`src/ehs_cfg.svh`:
```
`ifndef EHS_CFG_SVH
`define EHS_CFG_SVH

// ----------------------------------------------------------------------
// Register offsets.
// ----------------------------------------------------------------------
`define EHS_ADDR_W 8
`define EHS_OFF_CTRL 8'h00
`define EHS_OFF_STATUS 8'h04
`define EHS_OFF_STRAP 8'h08

// ----------------------------------------------------------------------
// Configuration word field positions, shared by control and strap views.
// ----------------------------------------------------------------------
`define EHS_CFG_W 14
`define EHS_F_PATH_LO 0
`define EHS_F_TERM 2
`define EHS_F_PULSE 3
`define EHS_F_RX_DOWN 4
`define EHS_F_PATTERN_LO 5
`define EHS_F_JIT_LO 7
`define EHS_F_MON 9
`define EHS_F_LOOP_LO 10
`define EHS_F_HIZ 12
`define EHS_F_RCLK 13

// ----------------------------------------------------------------------
// Status field positions.
// ----------------------------------------------------------------------
`define EHS_S_MODE_LO 0
`define EHS_S_HW 2
`define EHS_S_CHANGED 3
`define EHS_S_CFG_LO 4

// ----------------------------------------------------------------------
// Reset values and counts.
// ----------------------------------------------------------------------
`define EHS_CTRL_RESET 14'h1000
`define EHS_CFG_RESET 14'h1000
`define EHS_FIFO_BROAD 8'h40
`define EHS_FIFO_NARROW 8'h80
`define EHS_SETTLE_CYCLES 2'h3

`endif

```
`src/ehs_pkg.sv`:
```
package ehs_pkg;

    typedef enum logic [1:0] {
        EHS_IF_HARDWARE,
        EHS_IF_SERIAL,
        EHS_IF_PARALLEL_A,
        EHS_IF_PARALLEL_B
    } ehs_if_mode_type;

    typedef enum logic [1:0] {
        EHS_PATH_SINGLE_HDB3,
        EHS_PATH_SINGLE_AMI,
        EHS_PATH_DUAL_RECOVERY,
        EHS_PATH_SLICER
    } ehs_path_mode_type;

    typedef enum logic [1:0] {
        EHS_PATTERN_NORMAL,
        EHS_PATTERN_ALL_ONES,
        EHS_PATTERN_PRBS,
        EHS_PATTERN_TX_OFF
    } ehs_pattern_type;

    typedef enum logic [1:0] {
        EHS_JIT_OFF,
        EHS_JIT_RX_BROAD,
        EHS_JIT_RX_NARROW,
        EHS_JIT_TX_NARROW
    } ehs_jitter_type;

    typedef enum logic [1:0] {
        EHS_LOOP_NONE,
        EHS_LOOP_ANALOG,
        EHS_LOOP_DIGITAL,
        EHS_LOOP_REMOTE
    } ehs_loop_type;

endpackage

```
`src/ehs_strap_config.sv`:
```
// Implementation choices: the address-and-strobe port and the placing of the registers.
`timescale 1ns/1ps
`include "ehs_cfg.svh"
// What this block does
// - Mode pins select hardware, serial or parallel interface.
// - Termination pin picks external or internal matching.
// - Path mode: HDB3, AMI, dual rail recovery, slicer.
// - Template pin picks 75 or 120 ohm.
// - Receiver power down pin high powers receiver down.
// - Pattern pins: normal, all ones, PRBS, transmitter off.
// - Jitter pins: off, rx broad, rx narrow, tx.
// - Monitor gain pin picks 0 dB or 26 dB.
// - Loopback pins: none, analog, digital, remote.
// - Driver high impedance pin high disables driver.
// - Edge pin picks rising or falling receive clock.
module ehs_strap_config (
    input wire logic REF_CLK,
    input wire logic RSTN,
    input wire logic [1:0] MODE_SELECT,
    input wire logic TERMINATION_SELECT,
    input wire logic [1:0] PATH_CODING_MODE_SELECT,
    input wire logic PULSE_TEMPLATE_SELECT,
    input wire logic RECEIVER_POWER_DOWN,
    input wire logic [1:0] TRANSMIT_TEST_PATTERN_SELECT,
    input wire logic [1:0] JITTER_ATTENUATOR_CONFIG,
    input wire logic MONITOR_GAIN_SELECT,
    input wire logic [1:0] LOOPBACK_SELECT,
    input wire logic DRIVER_HIGH_IMPEDANCE,
    input wire logic RECEIVE_CLOCK_EDGE_SELECT,
    input wire logic [7:0] ADDR,
    input wire logic [31:0] WR_DATA,
    input wire logic WR_STROBE,
    input wire logic RD_STROBE,
    output logic [31:0] RD_DATA,
    output logic IF_HARDWARE,
    output logic IF_SERIAL,
    output logic IF_PARALLEL_A,
    output logic IF_PARALLEL_B,
    output logic TERM_INTERNAL,
    output logic PATH_SINGLE_RAIL,
    output logic PATH_HDB3,
    output logic PATH_CLOCK_RECOVERY,
    output logic PATH_SLICER,
    output logic TEMPLATE_120_OHM,
    output logic RX_POWERED_DOWN,
    output logic TX_SEND_ALL_ONES,
    output logic TX_SEND_PRBS,
    output logic TX_POWERED_DOWN,
    output logic JITTER_ENABLE,
    output logic JITTER_IN_TX_PATH,
    output logic JITTER_NARROW_BW,
    output logic [7:0] JITTER_FIFO_DEPTH,
    output logic MONITOR_GAIN_HIGH,
    output logic LOOP_ANALOG,
    output logic LOOP_DIGITAL,
    output logic LOOP_REMOTE,
    output logic TX_DRIVER_ENABLE,
    output logic RX_CLK_FALLING
);

    // ------------------------------------------------------------------
    // Pin synchronisers.
    // ------------------------------------------------------------------
    logic [15:0] pin_raw;
    logic [15:0] pin_meta;
    logic [15:0] pin_sync;

    assign pin_raw = {MODE_SELECT, RECEIVE_CLOCK_EDGE_SELECT, DRIVER_HIGH_IMPEDANCE, LOOPBACK_SELECT,
                      MONITOR_GAIN_SELECT, JITTER_ATTENUATOR_CONFIG, TRANSMIT_TEST_PATTERN_SELECT,
                      RECEIVER_POWER_DOWN, PULSE_TEMPLATE_SELECT, TERMINATION_SELECT,
                      PATH_CODING_MODE_SELECT};

    always_ff @(posedge REF_CLK) begin
        if (!RSTN) begin
            pin_meta <= 16'h0000;
            pin_sync <= 16'h0000;
        end else begin
            pin_meta <= pin_raw;
            pin_sync <= pin_meta;
        end
    end

    wire [`EHS_CFG_W-1:0] pin_cfg = pin_sync[`EHS_CFG_W-1:0];
    wire [1:0] mode_sync = pin_sync[15:14];

    // ------------------------------------------------------------------
    // Register bus.
    // ------------------------------------------------------------------
    logic [`EHS_CFG_W-1:0] ctrl;
    logic strap_changed;
    logic [`EHS_CFG_W-1:0] pin_cfg_prev;
    logic [1:0] settle;
    logic [31:0] next_rd_data;

    wire hit_ctrl = (ADDR == `EHS_OFF_CTRL);
    wire hit_status = (ADDR == `EHS_OFF_STATUS);
    wire hit_strap = (ADDR == `EHS_OFF_STRAP);
    wire wr_ctrl = WR_STROBE && hit_ctrl;
    wire clr_changed = WR_STROBE && hit_status && WR_DATA[`EHS_S_CHANGED];
    wire settled = (settle == `EHS_SETTLE_CYCLES);
    wire strap_moved = settled && (pin_cfg != pin_cfg_prev);

    // ------------------------------------------------------------------
    // Source selection and decode.
    // ------------------------------------------------------------------
    ehs_pkg::ehs_if_mode_type if_mode;
    ehs_pkg::ehs_path_mode_type path_mode;
    ehs_pkg::ehs_pattern_type pattern;
    ehs_pkg::ehs_jitter_type jitter;
    ehs_pkg::ehs_loop_type loop;

    assign if_mode = ehs_pkg::ehs_if_mode_type'(mode_sync);
    wire hw_mode = (if_mode == ehs_pkg::EHS_IF_HARDWARE);
    wire [`EHS_CFG_W-1:0] cfg = hw_mode ? pin_cfg : ctrl;

    assign path_mode = ehs_pkg::ehs_path_mode_type'(cfg[`EHS_F_PATH_LO +: 2]);
    assign pattern = ehs_pkg::ehs_pattern_type'(cfg[`EHS_F_PATTERN_LO +: 2]);
    assign jitter = ehs_pkg::ehs_jitter_type'(cfg[`EHS_F_JIT_LO +: 2]);
    assign loop = ehs_pkg::ehs_loop_type'(cfg[`EHS_F_LOOP_LO +: 2]);

    logic [7:0] next_fifo_depth;

    always_comb begin
        case (jitter)
            ehs_pkg::EHS_JIT_RX_BROAD: next_fifo_depth = `EHS_FIFO_BROAD;
            ehs_pkg::EHS_JIT_RX_NARROW: next_fifo_depth = `EHS_FIFO_NARROW;
            ehs_pkg::EHS_JIT_TX_NARROW: next_fifo_depth = `EHS_FIFO_NARROW;
            default: next_fifo_depth = 8'h00;
        endcase
    end

    always_comb begin
        next_rd_data = 32'h0000_0000;
        if (RD_STROBE && hit_ctrl) begin
            next_rd_data[`EHS_CFG_W-1:0] = ctrl;
        end else if (RD_STROBE && hit_status) begin
            next_rd_data[`EHS_S_MODE_LO +: 2] = mode_sync;
            next_rd_data[`EHS_S_HW] = hw_mode;
            next_rd_data[`EHS_S_CHANGED] = strap_changed;
            next_rd_data[`EHS_S_CFG_LO +: `EHS_CFG_W] = cfg;
        end else if (RD_STROBE && hit_strap) begin
            next_rd_data[15:0] = pin_sync;
        end
    end

    // ------------------------------------------------------------------
    // Registers.
    // ------------------------------------------------------------------
    always_ff @(posedge REF_CLK) begin
        if (!RSTN) begin
            ctrl <= `EHS_CTRL_RESET;
        end else if (wr_ctrl) begin
            ctrl <= WR_DATA[`EHS_CFG_W-1:0];
        end
    end

    always_ff @(posedge REF_CLK) begin
        if (!RSTN) begin
            settle <= 2'h0;
            pin_cfg_prev <= `EHS_CFG_RESET;
            strap_changed <= 1'b0;
        end else begin
            settle <= settled ? settle : settle + 2'h1;
            pin_cfg_prev <= pin_cfg;
            if (strap_moved && hw_mode) begin
                strap_changed <= 1'b1;
            end else if (clr_changed) begin
                strap_changed <= 1'b0;
            end
        end
    end

    always_ff @(posedge REF_CLK) begin
        if (!RSTN) begin
            RD_DATA <= 32'h0000_0000;
        end else begin
            RD_DATA <= next_rd_data;
        end
    end

    // ------------------------------------------------------------------
    // Decoded outputs.
    // ------------------------------------------------------------------
    always_ff @(posedge REF_CLK) begin
        if (!RSTN) begin
            IF_HARDWARE <= 1'b0;
            IF_SERIAL <= 1'b0;
            IF_PARALLEL_A <= 1'b0;
            IF_PARALLEL_B <= 1'b0;
        end else begin
            IF_HARDWARE <= (if_mode == ehs_pkg::EHS_IF_HARDWARE);
            IF_SERIAL <= (if_mode == ehs_pkg::EHS_IF_SERIAL);
            IF_PARALLEL_A <= (if_mode == ehs_pkg::EHS_IF_PARALLEL_A);
            IF_PARALLEL_B <= (if_mode == ehs_pkg::EHS_IF_PARALLEL_B);
        end
    end

    always_ff @(posedge REF_CLK) begin
        if (!RSTN) begin
            TERM_INTERNAL <= 1'b0;
            PATH_SINGLE_RAIL <= 1'b0;
            PATH_HDB3 <= 1'b0;
            PATH_CLOCK_RECOVERY <= 1'b0;
            PATH_SLICER <= 1'b0;
            TEMPLATE_120_OHM <= 1'b0;
            RX_POWERED_DOWN <= 1'b0;
            MONITOR_GAIN_HIGH <= 1'b0;
            RX_CLK_FALLING <= 1'b0;
        end else begin
            TERM_INTERNAL <= cfg[`EHS_F_TERM];
            PATH_SINGLE_RAIL <= (path_mode == ehs_pkg::EHS_PATH_SINGLE_HDB3) ||
                                (path_mode == ehs_pkg::EHS_PATH_SINGLE_AMI);
            PATH_HDB3 <= (path_mode == ehs_pkg::EHS_PATH_SINGLE_HDB3);
            PATH_CLOCK_RECOVERY <= (path_mode == ehs_pkg::EHS_PATH_DUAL_RECOVERY);
            PATH_SLICER <= (path_mode == ehs_pkg::EHS_PATH_SLICER);
            TEMPLATE_120_OHM <= cfg[`EHS_F_PULSE];
            RX_POWERED_DOWN <= cfg[`EHS_F_RX_DOWN];
            MONITOR_GAIN_HIGH <= cfg[`EHS_F_MON];
            RX_CLK_FALLING <= cfg[`EHS_F_RCLK];
        end
    end

    always_ff @(posedge REF_CLK) begin
        if (!RSTN) begin
            TX_SEND_ALL_ONES <= 1'b0;
            TX_SEND_PRBS <= 1'b0;
            TX_POWERED_DOWN <= 1'b0;
            JITTER_ENABLE <= 1'b0;
            JITTER_IN_TX_PATH <= 1'b0;
            JITTER_NARROW_BW <= 1'b0;
            JITTER_FIFO_DEPTH <= 8'h00;
        end else begin
            TX_SEND_ALL_ONES <= (pattern == ehs_pkg::EHS_PATTERN_ALL_ONES);
            TX_SEND_PRBS <= (pattern == ehs_pkg::EHS_PATTERN_PRBS);
            TX_POWERED_DOWN <= (pattern == ehs_pkg::EHS_PATTERN_TX_OFF);
            JITTER_ENABLE <= (jitter != ehs_pkg::EHS_JIT_OFF);
            JITTER_IN_TX_PATH <= (jitter == ehs_pkg::EHS_JIT_TX_NARROW);
            JITTER_NARROW_BW <= (jitter == ehs_pkg::EHS_JIT_RX_NARROW) ||
                                (jitter == ehs_pkg::EHS_JIT_TX_NARROW);
            JITTER_FIFO_DEPTH <= next_fifo_depth;
        end
    end

    always_ff @(posedge REF_CLK) begin
        if (!RSTN) begin
            LOOP_ANALOG <= 1'b0;
            LOOP_DIGITAL <= 1'b0;
            LOOP_REMOTE <= 1'b0;
            TX_DRIVER_ENABLE <= 1'b0;
        end else begin
            LOOP_ANALOG <= (loop == ehs_pkg::EHS_LOOP_ANALOG);
            LOOP_DIGITAL <= (loop == ehs_pkg::EHS_LOOP_DIGITAL);
            LOOP_REMOTE <= (loop == ehs_pkg::EHS_LOOP_REMOTE);
            TX_DRIVER_ENABLE <= !cfg[`EHS_F_HIZ];
        end
    end
endmodule

```
`config.mk`:
```
export PLATFORM = sky130hd
export DESIGN_NAME = ehs_strap_config
export DESIGN_NICKNAME = d
export VERILOG_FILES = /design/src/ehs_pkg.sv /design/src/ehs_strap_config.sv
export VERILOG_INCLUDE_DIRS = /design/src /design/src/src
export SDC_FILE = /design/constraint.sdc
export NUM_CORES = 1
export LEC_CHECK = 0
export BUFFER_PORTS_ARGS = -buffer_cell sky130_fd_sc_hd__buf_2
export CAP_MARGIN = 20
export CORE_MARGIN = 2
export CORE_UTILIZATION = 46
export DETAILED_ROUTE_END_ITERATION = 8
export PLACE_DENSITY_LB_ADDON = 0.1
export SLEW_MARGIN = 40
export SYNTH_ARGS = -nofsm -noshare
export SYNTH_HDL_FRONTEND = slang
export SYNTH_SLANG_ARGS = --single-unit
```
`constraint.sdc`:
```
create_clock -name REF_CLK -period 1.17 [get_ports REF_CLK]
set_input_delay 0 -clock REF_CLK [delete_from_list [all_inputs] [get_ports REF_CLK]]
set_output_delay 0 -clock REF_CLK [all_outputs]
set_load 0.03 [all_outputs]
```
## Word-level counts from Yosys, hierarchy flattened

Cells that the tools add are included.
W data, S select, Z words.

| storage, ports and cells | value |
|---|---|
| register bits | 126 |
| latch bits | 0 |
| RAM bits | 0 |
| memory bits (read-only) | 0 |
| input bits | 60 |
| output and inout port bits | 63 |
| logic and storage cells | 82 |
| memories | 0 |

| cells by class | value |
|---|---|
| add/subtract/negate cells | 1 |
| $mul | 0 |
| div/mod/pow operators | 0 |
| order comparisons | 0 |
| eq/ne operators | 19 |
| shift-type cells | 0 |
| mux-type cells | 7 |
| bitwise gates (word level) | 2 |
| reduce and logical (&&, ||, !) cells | 19 |

Operators by type and width:

| cell | count |
|---|---|
| $mux W16 | 2 |
| $mux W14 | 2 |
| $eq A2 B2 Y1 const B | 11 |
| $pmux W8 S2 | 1 |
| $ne A14 B14 Y1 | 1 |
| $eq A2 B1 Y1 const B | 5 |
| $eq A8 B3 Y1 const B | 1 |
| $eq A8 B4 Y1 const B | 1 |
| $logic_and A1 B1 Y1 | 8 |
| $logic_not A8 Y1 | 1 |
| $logic_not A2 Y1 | 2 |
| $reduce_bool A2 Y1 | 2 |
| $reduce_or A2 Y1 | 2 |
| $reduce_or A3 Y1 | 1 |
| $add A2 B1 Y2 const B | 1 |
| $logic_or A1 B1 Y1 | 2 |
| $mux W1 | 2 |
| $not A1 Y1 | 2 |
| $logic_not A1 Y1 | 1 |

## Logic depth before layout (Yosys ltp)

| logic depth | value |
|---|---|
| depth after elaboration | 5 |
| gate-level depth with buffers | 6 |
| gate-level depth less buffers | 4 |

## Least setup slack after synthesis

Ideal clock, no wire load.

| timing path | value |
|---|---|
| path kind | register to register |
| start | register pin_sync[15] |
| end | register RD_DATA[5] |
| setup time | 0.115 ns |
| data arrival time | 1.167 ns |
| data required time | 1.055 ns |
| slack | -0.111 ns |
| cell stages (with the launch flop) | 6 |
| buffers on the path | 1 |
| period minus slack after synthesis | 1.281 ns |
| path through | dfxtp_1 > nor2_2 > buf_4 > mux2i_1 > a221oi_2 > o21a_1 |

| on the way | value |
|---|---|
| longest elaborated chain between the ends | 4 |

Ends and longest elaborated chain:

| item | line | text |
|---|---|---|
| start, declared | ehs_strap_config.sv:66 | `logic [15:0] pin_sync;` |
| start signal, assigned | ehs_strap_config.sv:79 | `pin_sync <= pin_meta;` |
| $logic_not A2 Y1 | ehs_strap_config.sv:113 | `wire hw_mode = (if_mode == ehs_pkg::EHS_IF_HARDWARE);` |
| $mux W14 | ehs_strap_config.sv:114 | `` wire [`EHS_CFG_W-1:0] cfg = hw_mode ? pin_cfg : ctrl; `` |
| $mux W16 | ehs_strap_config.sv:136 | `end else if (RD_STROBE && hit_status) begin` |
| $mux W14 | ehs_strap_config.sv:134 | `if (RD_STROBE && hit_ctrl) begin` |
| end signal, assigned | ehs_strap_config.sv:177 | `RD_DATA <= next_rd_data;` |
| end, declared | ehs_strap_config.sv:34 | `output logic [31:0] RD_DATA,` |

Every way passes these cells.
A chain may end at the register's enable or synchronous reset.

## Final worst setup path

| timing path | value |
|---|---|
| start | register pin_sync[14] |
| end | register RD_DATA[9] |

The elaborated chain is that of the path after synthesis.

==> impl_metrics.toml <==
[die]
coreArea_sq_mm = 0.00859
die_h_microns = 97.3
die_area_sq_mm = 0.00946
rows = 34
start_util = 0.466
die_w_microns = 97.3
ioPinCount = 123

[timing]
finalSetupViolCount = 32
skew_ns = 0.0110
layout_min_cycle_time_ns = 1.32
rsz0062_at_grt = "true"
whs_ns = 0.0465
drv_slew = 0
setup_slack_ns = -0.149
fin_crit_sh = 1.13
hold_violations = 0
max_clock_freq_ghz = 0.758

[detailed_routing]
drc = 0
wl_microns = 8810
postRouteAntennaNets = 0
avgRoutedWirePerCell_microns = 13.9
vias_per_cell = 4.68
drt-initial-drc-count = 68
dr.pass1.iters = 4
vias = 2978

[global_routing]
grt_start_max_net_pins = 65
grt_pass1_wl_microns = 13800
grt_pass1_vias = 2915
overflow = 0
track_usage = 0.185
antenna_found_initial = 0

[cells_and_area]
final_cell_mix = "dfxtp_1 (97), buf_2 (84), and2_1 (49)"
n_fill_cell = 734
syn2layout_area_growth_pct = 38.4
mostFrequentLayoutCell = "dfxtp_1"
n_antenna_cell = 0
fin_area_sq_mm = 0.00554
nets = 584
layout-drive-gt1-share = 0.373

[critical_path]
r2r_slack_ns = -0.15
crit_required_ns = 1.46
crit_path_start_kind = "flip-flop"
r2r-end = "RD_DATA[9]"
endpoint_kind = "flip-flop"
crit_path_max_fanout = 14
rr_worst_depth = 5
r2r_start = "pin_sync[14]"
worstSetupPathType = "reg2reg"
crit_arrival_ns = 1.61

[synth]
synth_top_area_cell = "dfxtp_1"
syn_area_sq_mm = 0.00400
syn_inst = 375
synth_seq_cells = 105
async_flop_share = 0
synth-edff-count = 0
avgSynthCellArea_sq_um = 10.7
synth.distinct_cells = 41
synth_area_leaders = "dfxtp_1 (53%), and2_1 (7.8%), mux2i_1 (5.8%), nor2b_1 (4.2%), buf_4 (4.1%)"
synth_top_cell_area_share = 0.525
synth_ff_type = "dfxtp_1"
yosysSeqAreaShare = 0.525
yosys_warnings = 0

[placement]
post-dp-hpwl_microns = 6000
portBuffers = 84
finalWeightedCongestion = 0.815
placed_area_sq_mm = 0.00477

[clocking]
clock_latency_ns = 0.38
htree_num_levels = 3
cts_max_path_buffers = 2
cts_tree = "yes"
clock_sinks = 105
clk_pin_slew_worst_paths_ns = 0.10
cts_inserted_buffers = 9
root_buffer = "clkbuf_8"

[outcome]
violations = "negative setup slack"
outcome = "finished with violations"

[power_and_ir_drop]
vdd_drop_max_mv = 0.731
power_density_mw_per_mm2 = 1260
leakage_nw = 2.59

[min_path]
min-delay-start = "ADDR[2]"
hold_class = "in2reg"
hold_depth = 3
holdPathEnd = "RD_DATA[12]"

[flow_run]
drv_cap = 0
-- per-layer routing --
layer	vias up	part of all wire	global-route usage	wire length [microns]
li1	1513	-	-	-
met1	1371	0.47	0.237	4110
met2	80	0.47	0.300	4140
met3	14	0.044	0.0439	392
met4	0	0.020	0.0769	172
met5	-	0	0	0
-- sequential cells by signal, indices dropped and copies added (netlist names), 2 cells and up --
name / count
JITTER_FIFO_DEPTH: 2
settle: 2
pin_meta: 16
pin_cfg_prev: 14
RD_DATA: 18
pin_sync: 16
ctrl: 14
-- power breakdown --
group / switching [mW] / total [mW] / internal [mW]
combinational: 0.443 / 0.852 / 0.409
clock: 1.32 / 2.37 / 1.05
sequential: 0.0489 / 3.73 / 3.68
total: 1.82 / 6.96 / 5.14
-- layout make-up --
| type | count | area [sq um] | share of cell area |
|---|---|---|---|
| Tap cell | 108 | 135 | 0.0244 |
| Timing Repair Buffer | 159 | 1140 | 0.206 |
| Multi-Input combinational cell | 248 | 1930 | 0.348 |
| Clock inverter | 7 | 93.8 | 0.0169 |
| Sequential cell | 105 | 2120 | 0.382 |
| Clock buffer | 9 | 124 | 0.0224 |
-- cells by family after synthesis --
family,after synthesis,synth area share
adder cells (fa/ha/maj),1,0.00313
XOR/XNOR,15,0.0328
AND/OR/NAND/NOR,152,0.230
buffers and inverters,41,0.0638
AO/OA/AOI/OAI,35,0.0804
flip-flops,105,0.525
multiplexers,25,0.0632
other,1,0.000937
-- repair_timing --
action | 4_1_cts | 5_1_grt
endpoints found under the hold margin | 32 | 0
gates cloned | 0 | 0
setup endpoints to repair | 33 | 38
hold buffers | 31 | 0
gates resized for setup | 32 | 14
pin swaps | 7 | 5
buffers inserted | 2 | 0
-- worst max path at each step --
stage	slack, ns	start	to
global route	-0.24	pin_sync[14]	RD_DATA[9]
CTS	-0.14	pin_sync[14]	RD_DATA[4]
finish	-0.15	pin_sync[14]	RD_DATA[9]
detailed placement	-0.20	ADDR[5]	RD_DATA[13]
global placement	-0.19	ADDR[5]	RD_DATA[13]
floorplan	-0.02	pin_sync[15]	RD_DATA[7]
-- metrics by stage --
stage          power (mW)  cells  TNS (ns)  setup WS (ns)  utilization
2_1_floorplan        4.31    394   -0.0963        -0.0198            -
3_3_place_gp         4.51    587     -3.58         -0.187        0.555
3_5_place_dp         4.52    587     -3.79         -0.199        0.555
4_1_cts              7.03    636     -2.68         -0.139        0.636
5_1_grt              7.23    636     -4.69         -0.237        0.644
6_report             6.96    636     -2.74         -0.149        0.644
-- worst max-delay path, cell delays in order, from the launching register on --
cell and delay, ns:
dfxtp_4 0.38, nor2_4 0.15, buf_12 0.18, nand2_1 0.07
a32o_2 0.27, nor3_2 0.18
-- cells in the mapped netlist (all sizes together), types with 2 or more instances --
cell	instances
o21a	11
nand4	4
nor2b	27
nor2	15
and3	7
nand2b	16
xor2	14
mux2i	23
a31oi	3
a221oi	8
a2111oi	4
a32o	2
nor3	2
nor4	4
and2	50
nand2	14
a22oi	2
buf	27
nor3b	9
mux2	2
dfxtp	105
clkbuf	14
(Power assumes the default switching activity.)
